### src/verilog/pmt_map.vh
// register map, field positions and reset values of the period match timer
`ifndef PMT_MAP_VH
`define PMT_MAP_VH

// printed offsets are not all multiples of four: they are indices, byte address = 4 * index
`define PMT_IDX_FLAGS      8'h0c
`define PMT_IDX_COUNT      8'h11
`define PMT_IDX_CONTROL    8'h12
`define PMT_IDX_ENABLES    8'h8c
`define PMT_IDX_PERIOD     8'h92

`define PMT_RST_FLAGS      8'h00
`define PMT_RST_COUNT      8'h00
`define PMT_RST_CONTROL    7'h00
`define PMT_RST_ENABLES    8'h00
`define PMT_RST_PERIOD     8'hff

`define PMT_BIT_MATCH_FLAG 1
`define PMT_BIT_RUN        2
`define PMT_POST_MSB       6
`define PMT_POST_LSB       3
`define PMT_PRE_MSB        1
`define PMT_PRE_LSB        0

`define PMT_PRE_DIV1       2'b00
`define PMT_PRE_DIV4       2'b01
`define PMT_PRE_LAST4      4'h3
`define PMT_PRE_LAST16     4'hf

`endif

### src/verilog/pmt_prescaler.v
// clock prescaler producing one increment tick per 1, 4 or 16 input ticks
`timescale 1ns/1ns
`include "pmt_map.vh"

module pmt_prescaler (
  input  wire       clk_i,
  input  wire       rst_i,
  input  wire       clear_i,
  input  wire       tick_i,
  input  wire [1:0] select_i,
  output reg        tick_o
);

  reg  [3:0] count_q;
  reg  [3:0] last;

  always @* begin
    if (select_i == `PMT_PRE_DIV1) begin
      last = 4'h0;
    end else if (select_i == `PMT_PRE_DIV4) begin
      last = `PMT_PRE_LAST4;
    end else begin
      last = `PMT_PRE_LAST16;
    end
  end

  always @* begin
    tick_o = tick_i && (count_q == last);
  end

  always @(posedge clk_i or posedge rst_i) begin
    if (rst_i) begin
      count_q <= 4'h0;
    end else if (clear_i) begin
      count_q <= 4'h0;
    end else if (tick_i) begin
      if (count_q >= last) begin
        count_q <= 4'h0;
      end else begin
        count_q <= count_q + 4'h1;
      end
    end
  end

endmodule // pmt_prescaler

### src/verilog/pmt_timer.v
// period match timer with prescaler, postscaler, interrupt and APB register slave
//
// Local design decision: register access over APB.
`timescale 1ns/1ns
`include "pmt_map.vh"

module pmt_timer #(
  parameter CLK_DIV = 4
) (
  input  wire        clk_i,
  input  wire        rst_i,
  input  wire        psel_i,
  input  wire        penable_i,
  input  wire        pwrite_i,
  input  wire [11:0] paddr_i,
  input  wire [31:0] pwdata_i,
  input  wire [3:0]  pstrb_i,
  output reg  [31:0] prdata_o,
  output reg         pready_o,
  output reg         pslverr_o,
  output reg         irq_o,
  output reg         sync_serial_clk_o,
  output reg         pwm_period_o,
  output reg  [7:0]  pwm_count_o
);

  localparam [7:0] LAST_DIV = CLK_DIV - 1;

  reg  [7:0] timer_count_q;
  reg  [6:0] timer_control_q;
  reg  [7:0] period_value_q;
  reg  [7:0] flags_q;
  reg  [7:0] enables_q;
  reg  [7:0] osc_div_q;
  reg  [3:0] post_q;
  reg        setup_q;

  wire       acc_req;
  wire       wr_acc;
  wire       rd_acc;
  wire [9:0] word_idx;
  wire       sel_flags;
  wire       sel_count;
  wire       sel_control;
  wire       sel_enables;
  wire       sel_period;
  wire       mapped;
  wire       wr_lane0;
  wire       wr_count;
  wire       wr_control;
  wire       run;
  wire       cyc_tick;
  wire       inc_tick;
  wire       match_now;
  wire       post_done;
  wire [3:0] post_last;

  function idx_hit;
    input [9:0] idx;
    input [7:0] reg_idx;
    begin
      idx_hit = (idx == {2'b00, reg_idx});
    end
  endfunction

  // apb: one wait state; a write lands at the edge where the master samples pready high
  assign acc_req     = psel_i && penable_i && !pready_o;
  assign word_idx    = paddr_i[11:2];
  assign sel_flags   = idx_hit(word_idx, `PMT_IDX_FLAGS);
  assign sel_count   = idx_hit(word_idx, `PMT_IDX_COUNT);
  assign sel_control = idx_hit(word_idx, `PMT_IDX_CONTROL);
  assign sel_enables = idx_hit(word_idx, `PMT_IDX_ENABLES);
  assign sel_period  = idx_hit(word_idx, `PMT_IDX_PERIOD);
  assign mapped      = sel_flags | sel_count | sel_control | sel_enables | sel_period;
  assign wr_acc      = psel_i && penable_i && pready_o && pwrite_i && mapped;
  assign rd_acc      = acc_req && !pwrite_i;
  assign wr_lane0    = wr_acc && pstrb_i[0];
  assign wr_count    = wr_lane0 && sel_count;
  assign wr_control  = wr_lane0 && sel_control;

  assign run       = timer_control_q[`PMT_BIT_RUN];
  assign cyc_tick  = run && (osc_div_q == LAST_DIV);
  assign match_now = inc_tick && (timer_count_q == period_value_q);
  assign post_last = timer_control_q[`PMT_POST_MSB:`PMT_POST_LSB];
  assign post_done = match_now && (post_q == post_last);

  pmt_prescaler u_pre (
    .clk_i    (clk_i),
    .rst_i    (rst_i),
    .clear_i  (wr_count || wr_control),
    .tick_i   (cyc_tick),
    .select_i (timer_control_q[`PMT_PRE_MSB:`PMT_PRE_LSB]),
    .tick_o   (inc_tick)
  );

  // instruction-cycle divider: the oscillator divided by CLK_DIV (four by default), frozen while stopped
  always @(posedge clk_i or posedge rst_i) begin
    if (rst_i) begin
      osc_div_q <= 8'h00;
    end else if (!run) begin
      osc_div_q <= osc_div_q;
    end else if (osc_div_q == LAST_DIV) begin
      osc_div_q <= 8'h00;
    end else begin
      osc_div_q <= osc_div_q + 8'h01;
    end
  end

  always @(posedge clk_i or posedge rst_i) begin
    if (rst_i) begin
      timer_count_q <= `PMT_RST_COUNT;
    end else if (wr_count) begin
      timer_count_q <= pwdata_i[7:0];
    end else if (match_now) begin
      timer_count_q <= 8'h00;
    end else if (inc_tick) begin
      timer_count_q <= timer_count_q + 8'h01;
    end
  end // control writes never touch the count

  always @(posedge clk_i or posedge rst_i) begin
    if (rst_i) begin
      post_q <= 4'h0;
    end else if (wr_count || wr_control) begin
      post_q <= 4'h0;
    end else if (post_done) begin
      post_q <= 4'h0;
    end else if (match_now) begin
      post_q <= post_q + 4'h1;
    end
  end

  always @(posedge clk_i or posedge rst_i) begin
    if (rst_i) begin
      timer_control_q <= `PMT_RST_CONTROL;
      period_value_q  <= `PMT_RST_PERIOD;
      enables_q       <= `PMT_RST_ENABLES;
    end else begin
      if (wr_control) begin
        timer_control_q <= pwdata_i[6:0];
      end
      if (wr_lane0 && sel_period) begin
        period_value_q <= pwdata_i[7:0];
      end
      if (wr_lane0 && sel_enables) begin
        enables_q <= pwdata_i[7:0];
      end
    end
  end

  // sticky flags: write one to clear, a same-cycle set wins over the clear
  always @(posedge clk_i or posedge rst_i) begin
    if (rst_i) begin
      flags_q <= `PMT_RST_FLAGS;
    end else begin
      if (wr_lane0 && sel_flags) begin
        flags_q <= flags_q & ~pwdata_i[7:0];
      end
      if (post_done) begin
        flags_q[`PMT_BIT_MATCH_FLAG] <= 1'b1;
      end
    end
  end

  always @(posedge clk_i or posedge rst_i) begin
    if (rst_i) begin
      prdata_o  <= 32'h0000_0000;
      pready_o  <= 1'b0;
      pslverr_o <= 1'b0;
      setup_q   <= 1'b0;
    end else begin
      setup_q   <= psel_i && !penable_i;
      pready_o  <= acc_req;
      pslverr_o <= acc_req && !mapped;
      if (rd_acc) begin
        if (sel_flags) begin
          prdata_o <= {24'h000000, flags_q};
        end else if (sel_count) begin
          prdata_o <= {24'h000000, timer_count_q};
        end else if (sel_control) begin
          prdata_o <= {25'h0000000, timer_control_q};
        end else if (sel_enables) begin
          prdata_o <= {24'h000000, enables_q};
        end else if (sel_period) begin
          prdata_o <= {24'h000000, period_value_q};
        end else begin
          prdata_o <= 32'h0000_0000;
        end
      end else begin
        prdata_o <= 32'h0000_0000;
      end
    end
  end

  // outputs registered, so side units see the match one cycle after it occurs
  always @(posedge clk_i or posedge rst_i) begin
    if (rst_i) begin
      irq_o             <= 1'b0;
      sync_serial_clk_o <= 1'b0;
      pwm_period_o      <= 1'b0;
      pwm_count_o       <= 8'h00;
    end else begin
      irq_o             <= |(flags_q & enables_q);
      sync_serial_clk_o <= match_now;
      pwm_period_o      <= match_now;
      pwm_count_o       <= timer_count_q;
    end
  end

endmodule // pmt_timer

### config.mk
export PLATFORM = sky130hd
export DESIGN_NAME = pmt_timer
export DESIGN_NICKNAME = d
export VERILOG_FILES = /design/src/verilog/pmt_prescaler.v /design/src/verilog/pmt_timer.v
export VERILOG_INCLUDE_DIRS = /design/src /design/src/verilog
export SDC_FILE = /design/constraint.sdc
export NUM_CORES = 1
export LEC_CHECK = 0
export BUFFER_PORTS_ARGS = -buffer_cell sky130_fd_sc_hd__buf_2
export CAP_MARGIN = 20
export CORE_ASPECT_RATIO = 0.7
export CORE_MARGIN = 3
export CORE_UTILIZATION = 48
export CTS_CLUSTER_DIAMETER = 200
export DETAILED_ROUTE_END_ITERATION = 10
export GPL_TIMING_DRIVEN = 0
export HOLD_SLACK_MARGIN = 0.02
export PLACE_DENSITY = 0.81
export SETUP_SLACK_MARGIN = 0.4
export SYNTH_ARGS = -nofsm -noshare
export SYNTH_HDL_FRONTEND = slang
export SYNTH_HIERARCHICAL = 1
export SYNTH_SLANG_ARGS = --single-unit
### constraint.sdc
create_clock -name clk_i -period 3.3 [get_ports clk_i]
set_input_delay 0.33 -clock clk_i [delete_from_list [all_inputs] [get_ports clk_i]]
set_output_delay 0.33 -clock clk_i [all_outputs]
set_load 0.05 [all_outputs]
After elaboration in Yosys (flattened, before gate mapping)
Cells that the tools add are included.

storage, ports and cells
  register bits after elaboration = 99

cells by class
  add/subtract/negate cells = 4
  $lt $le $gt $ge = 1
  equal/unequal tests = 10
  muxes and demuxes = 20
  bitwise logic cells = 7
  reductions and logical operators = 27

operators by type and width
  operator             number
  $mux 8               9
  $mux 32              1
  $mux 4               8
  $eq 10x5->1 const B  2
  $eq 10x8->1 const B  2
  $logic_and 1x1->1    17
  $add 8x1->8 const B  2
  $and 8x8->8          2
  $eq 10x4->1 const B  1
  $add 4x1->4 const B  2
  $eq 4x4->1           2
  $eq 8x2->1 const B   1
  $eq 8x8->1           1
  $not 8->8            1
  $reduce_or 8->1      1
  $reduce_bool 3->1    2
  $ge 4x4->1           1
  $or 1x1->1           4
  $reduce_bool 2->1    2
  $logic_not 1->1      3
  $eq 2x1->1 const B   1
  $logic_not 2->1      1
  $mux 2               1
  $logic_or 1x1->1     1
  $mux 1               1

Logic depth before layout (Yosys ltp)
  depth in word-level cells = 10
  gate-level depth with buffers = 11

Cells and area by module
The synthesis kept the hierarchy.

by module, submodules not included
  module         times used  cells an instance  area each (um^2)  sequential area each (um^2)
  pmt_timer      1           333                3627.2            1786.7
  pmt_prescaler  1           40                 360.3             100.1

Worst setup path before layout
Ideal clock, no wire load.

  path kind = reg2reg
  from = reg osc_div_q[4]
  to = reg post_q[3]
  setup time = 0.073 ns
  arrival time = 3.100 ns
  slack = 0.126 ns
  stages on the path, launching flop included = 11
  path buffers = 2
  clock period less this slack = 3.174 ns
  cell sequence = dfrtp_1 -> or4_1 -> nor4_1 -> buf_2 -> nand2_1 -> nor2_1 -> nand2_1 -> or3_1 -> buf_2 -> or4_4 -> a21oi_2

on the way
  longest elaborated chain between the ends = 7
  elaborated cells on any way between the ends = 8

RTL lines
  what                      RTL line            text
  start: declaration        pmt_timer.v:34      reg [7:0] osc_div_q;
  start signal: assignment  pmt_timer.v:101     osc_div_q <= osc_div_q;
  start signal: assignment  pmt_timer.v:105     osc_div_q <= osc_div_q + 8'h01;
  $eq 8x2->1 (*)            pmt_timer.v:82      assign cyc_tick = run && (osc_div_q == LAST_DIV);
  $logic_and 1x1->1 (*)     pmt_timer.v:82
  net cyc_tick              pmt_timer.v:52      wire cyc_tick;
  $logic_and 1x1->1 (*)     pmt_prescaler.v:28  tick_o = tick_i && (count_q == last);
  net inc_tick              pmt_timer.v:53      wire inc_tick;
  $logic_and 1x1->1 (*)     pmt_timer.v:83      assign match_now = inc_tick && (timer_count_q == period_value_q);
  $logic_and 1x1->1         pmt_timer.v:85      assign post_done = match_now && (post_q == post_last);
  $mux 4                    pmt_timer.v:126     end else if (post_done) begin
  $mux 4                    pmt_timer.v:124     end else if (wr_count || wr_control) begin
  end signal: assignment    pmt_timer.v:129     post_q <= post_q + 4'h1;
  end: declaration          pmt_timer.v:35      reg [3:0] post_q;

The timed path passes the listed nets; every way through them passes the cells marked *.
A chain may end at the register's enable or synchronous reset.

Final worst setup path
  from = reg osc_div_q[3]
  to = reg post_q[3]

Same word-level chain as after synthesis.

==> impl_results.md <==
* Vias in the first global route at 2934
* RSZ-0062 raised after global routing: true
* GRT met2 Usage at 31.58%
* DRT iter0 DRCs at 324
* DRC errors left at 0
* Most utilized layer in the global route result: met2
* Synthesized area at 3988 sq um
* Total CTS buffers at 9
* ANT cells at 0
* Critical Path Start Type: flip-flop
* Via count at 3195
* Hold Violations, Final at 0
* Worst slew pin tran at 1007 ps
* Initial antenna violation count at 0
* Setup WS post-layout at 424.9 ps
* I/O Buffers at 44
* First-pass DRT Iterations at 5
* Detailed-route wire length at 9.809 mm
* Max Buffers Root-to-Sink at 2
* Final HPWL DP at 7.064 mm
* Clock root buffer: clkbuf_16
* I/O pin cnt at 98
* Crit end category: flip-flop
* Register area share after synthesis at 47.32%
* Fmax at 347.8 MHz
* CP Class: reg2reg
* EDFF count, synth at 0
* Most area-consuming cells after synthesis: dfrtp_1 (42%), mux2_2 (6.8%), dfstp_2 (5.3%)
* Gr usage total at 21.11%
* Via-per-instance ratio at 5.665
* Post-synth top area cell: dfrtp_1
* Crit path arrival time at 3130 ps
* Worst skew pair latency at 330 ps
* Post-synth cell types at 62
* H-tree depth at 3
* Worst EP required at 3550 ps
* Final Util at 60.47%
* Most frequent cell after synthesis: dfrtp_1
* Setup TNS at 0 ps
* Row Count at 27
* Die Wd at 114.9 um
* Die height at 82.26 um
* Final Power at 2.052 mW
* Crit-path max FO at 8
* Pre-CTS setup slack at 165.4 ps
* Status: finished, final reports clean
* Synth Register Bits at 75
* Cell Count, Final, Fillers Out at 564
* Slew HR at 32.34%
* Worst vdd ir at 171.3 uV
* Fin crit period at 2875 ps
* Largest net degree at the start of global routing at 72
* Final Max Slew Viols at 0
* Placed Cells at 541
* Met3 usage at 5.390%
* Routed len/inst at 17.39 um
* Skew final at 6.134 ps
* Maxcap violations at 0
* First-pass GRT wire length at 15.18 mm
* Clock tree from TritonCTS: built
* Hold slack at 289.6 ps
* Cell Area, Placed at 4439 sq um
* Total gr overflow at 0
* Routability cong. at 0.9108
* Area growth syn-to-layout at 20.90%
* Met1 Use GR at 29.99%
* Finished Cell Area at 4821 sq um
* Leakage at 2.228 nW
* Core ar. at 7973 sq um
* Synth top area share at 42.05%
* Hold crit path type: in2reg
* Initial core utilization at 50.02%
* Final Cycle Share at 87.12%
* Ys Warns at 6
* Async set or reset register ratio after synthesis at 100.0%
* Nets@finish at 519
* Share of layout cells above drive strength 1 at 32.40%
* Synth Flop Type: dfrtp_1
* Synth top cells by count: dfrtp_1 (67), nand2_1 (26), buf_4 (25)
* Die area at 9454 sq um
* Routed Antenna Nets at 0
* Mapped Cells at 373
* Power density over cell area at 425.6 nW/um^2
* Clock Sinks at 75
* Final setup viols at 0
* Clock-pin slew on the worst setup and hold paths at 60 ps
* Fill cells at 667
* Post-synthesis average cell area at 10.69 sq um
per-layer routing:
layer | share of wire [%] | vias to the layer above | wire, um
li1 | - | 1482 | -
met1 | 44 | 1543 | 4300
met2 | 45 | 157 | 4374
met3 | 10 | 13 | 1013
met4 | 1.2 | 0 | 120
met5 | 0 | - | 0
final timing paths:
check / cells after the start / slack [ps] / end / from
worst min register to register: 0 / 390 / pwm_count_o[2]$_DFF_PP0_ / timer_count_q[2]$_DFFE_PP0P_
worst max-delay path: 10 / 420 / post_q[3]$_DFFE_PP0P_ / osc_div_q[3]$_DFFE_PP0P_
worst max register to register: 10 / 420 / post_q[3]$_DFFE_PP0P_ / osc_div_q[3]$_DFFE_PP0P_
min in group asynchronous: 3 / 450 / u_pre/count_q[1]$_DFFE_PP0P_ / rst_i
max in group asynchronous: 3 / 2000 / prdata_o[0]$_DFF_PP0_ / rst_i
worst min-delay path: 2 / 290 / flags_q[3]$_DFFE_PP0P_ / pwdata_i[3]
area by class of cell:
cell class                      count  area (sq um)  share of cell area, %
Multi-Input combinational cell    277          1944                  40.33
Inverter                            7         28.78                 0.5969
Clock buffer                       12         246.5                  5.113
Tap cell                          101         126.4                  2.621
Timing Repair Buffer               51         275.3                  5.710
Clock inverter                      4         50.05                  1.038
Buffer                             37         262.8                  5.450
Sequential cell                    75          1887                  39.14
worst max-delay path, cell delays in order, from the launching register on:
cell,delay [ps]
dfrtp_1,390
or4_4,560
nor4_4,200
buf_4,170
nand2_1,80
nor2_4,170
nand2_2,70
or3_1,390
buf_6,140
or4_4,500
a21oi_2,130
where the power goes:
part	internal, mW	switching, mW	total [mW]
Sequential	0.922	0.00176	0.924
Clock	0.605	0.362	0.967
Combinational	0.0408	0.120	0.160
Total	1.57	0.484	2.05
cells in the final DEF, fill, tap and decap left out, drive strengths merged, types with 2 or more instances in the layout:
cell type  netlist  routed
a2111oi          2       2
a211o            3       3
a21boi           9       9
a21oi           22      22
a22o             8       8
a22oi           12      12
and2             3       3
buf             31      82
clkbuf           6      17
clkinvlp         0       2
conb             1      24
dfrtp           67      67
dfstp            8       8
ha               8       8
inv              7       7
mux2            24      24
nand2           26      26
nand2b           7       7
nand3           17      17
nand4            5       5
nor2            17      17
nor2b            3       3
nor3             6       6
nor4             2       2
o211ai           4       4
o21ai           14      14
o22a             3       3
o22ai            7       7
o31ai            2       2
o41ai            2       2
or2              4       4
or3              5       5
or4              5       5
xnor2           16      16
xor2             3       3
flip-flops by register name, summed over array words and instances (netlist names):
register         count
enables_q            8
flags_q              8
osc_div_q            8
period_value_q       8
prdata_o             8
pwm_count_o          8
timer_count_q        8
timer_control_q      7
post_q               4
u_pre/count_q        4
irq_o                1
pready_o             1
pslverr_o            1
pwm_period_o         1
cells by family (layout without fill, tap and decap cells):
family                     Yosys count  after routing  synth area share [%]
other                                1             24               0.09404
buffers and inverters               44            111                 6.966
adders and majority gates            8              8                 2.510
AOI/OAI and AO/OA                   95             95                 16.60
and+or+nand+nor                    106            106                 15.12
xor gates and xnor gates            19             19                 4.362
muxes                               25             25                 7.029
DFF                                 75             75                 47.32
what timing repair did:
action	in CTS	in global routing
setup endpoints to repair	5	7
setup buffers	6	0
pin swaps	2	4
hold buffers	1	0
hold endpoints to repair	4	0
gates resized for setup	3	9
Note: power is estimated with default switching activity, not from simulation.
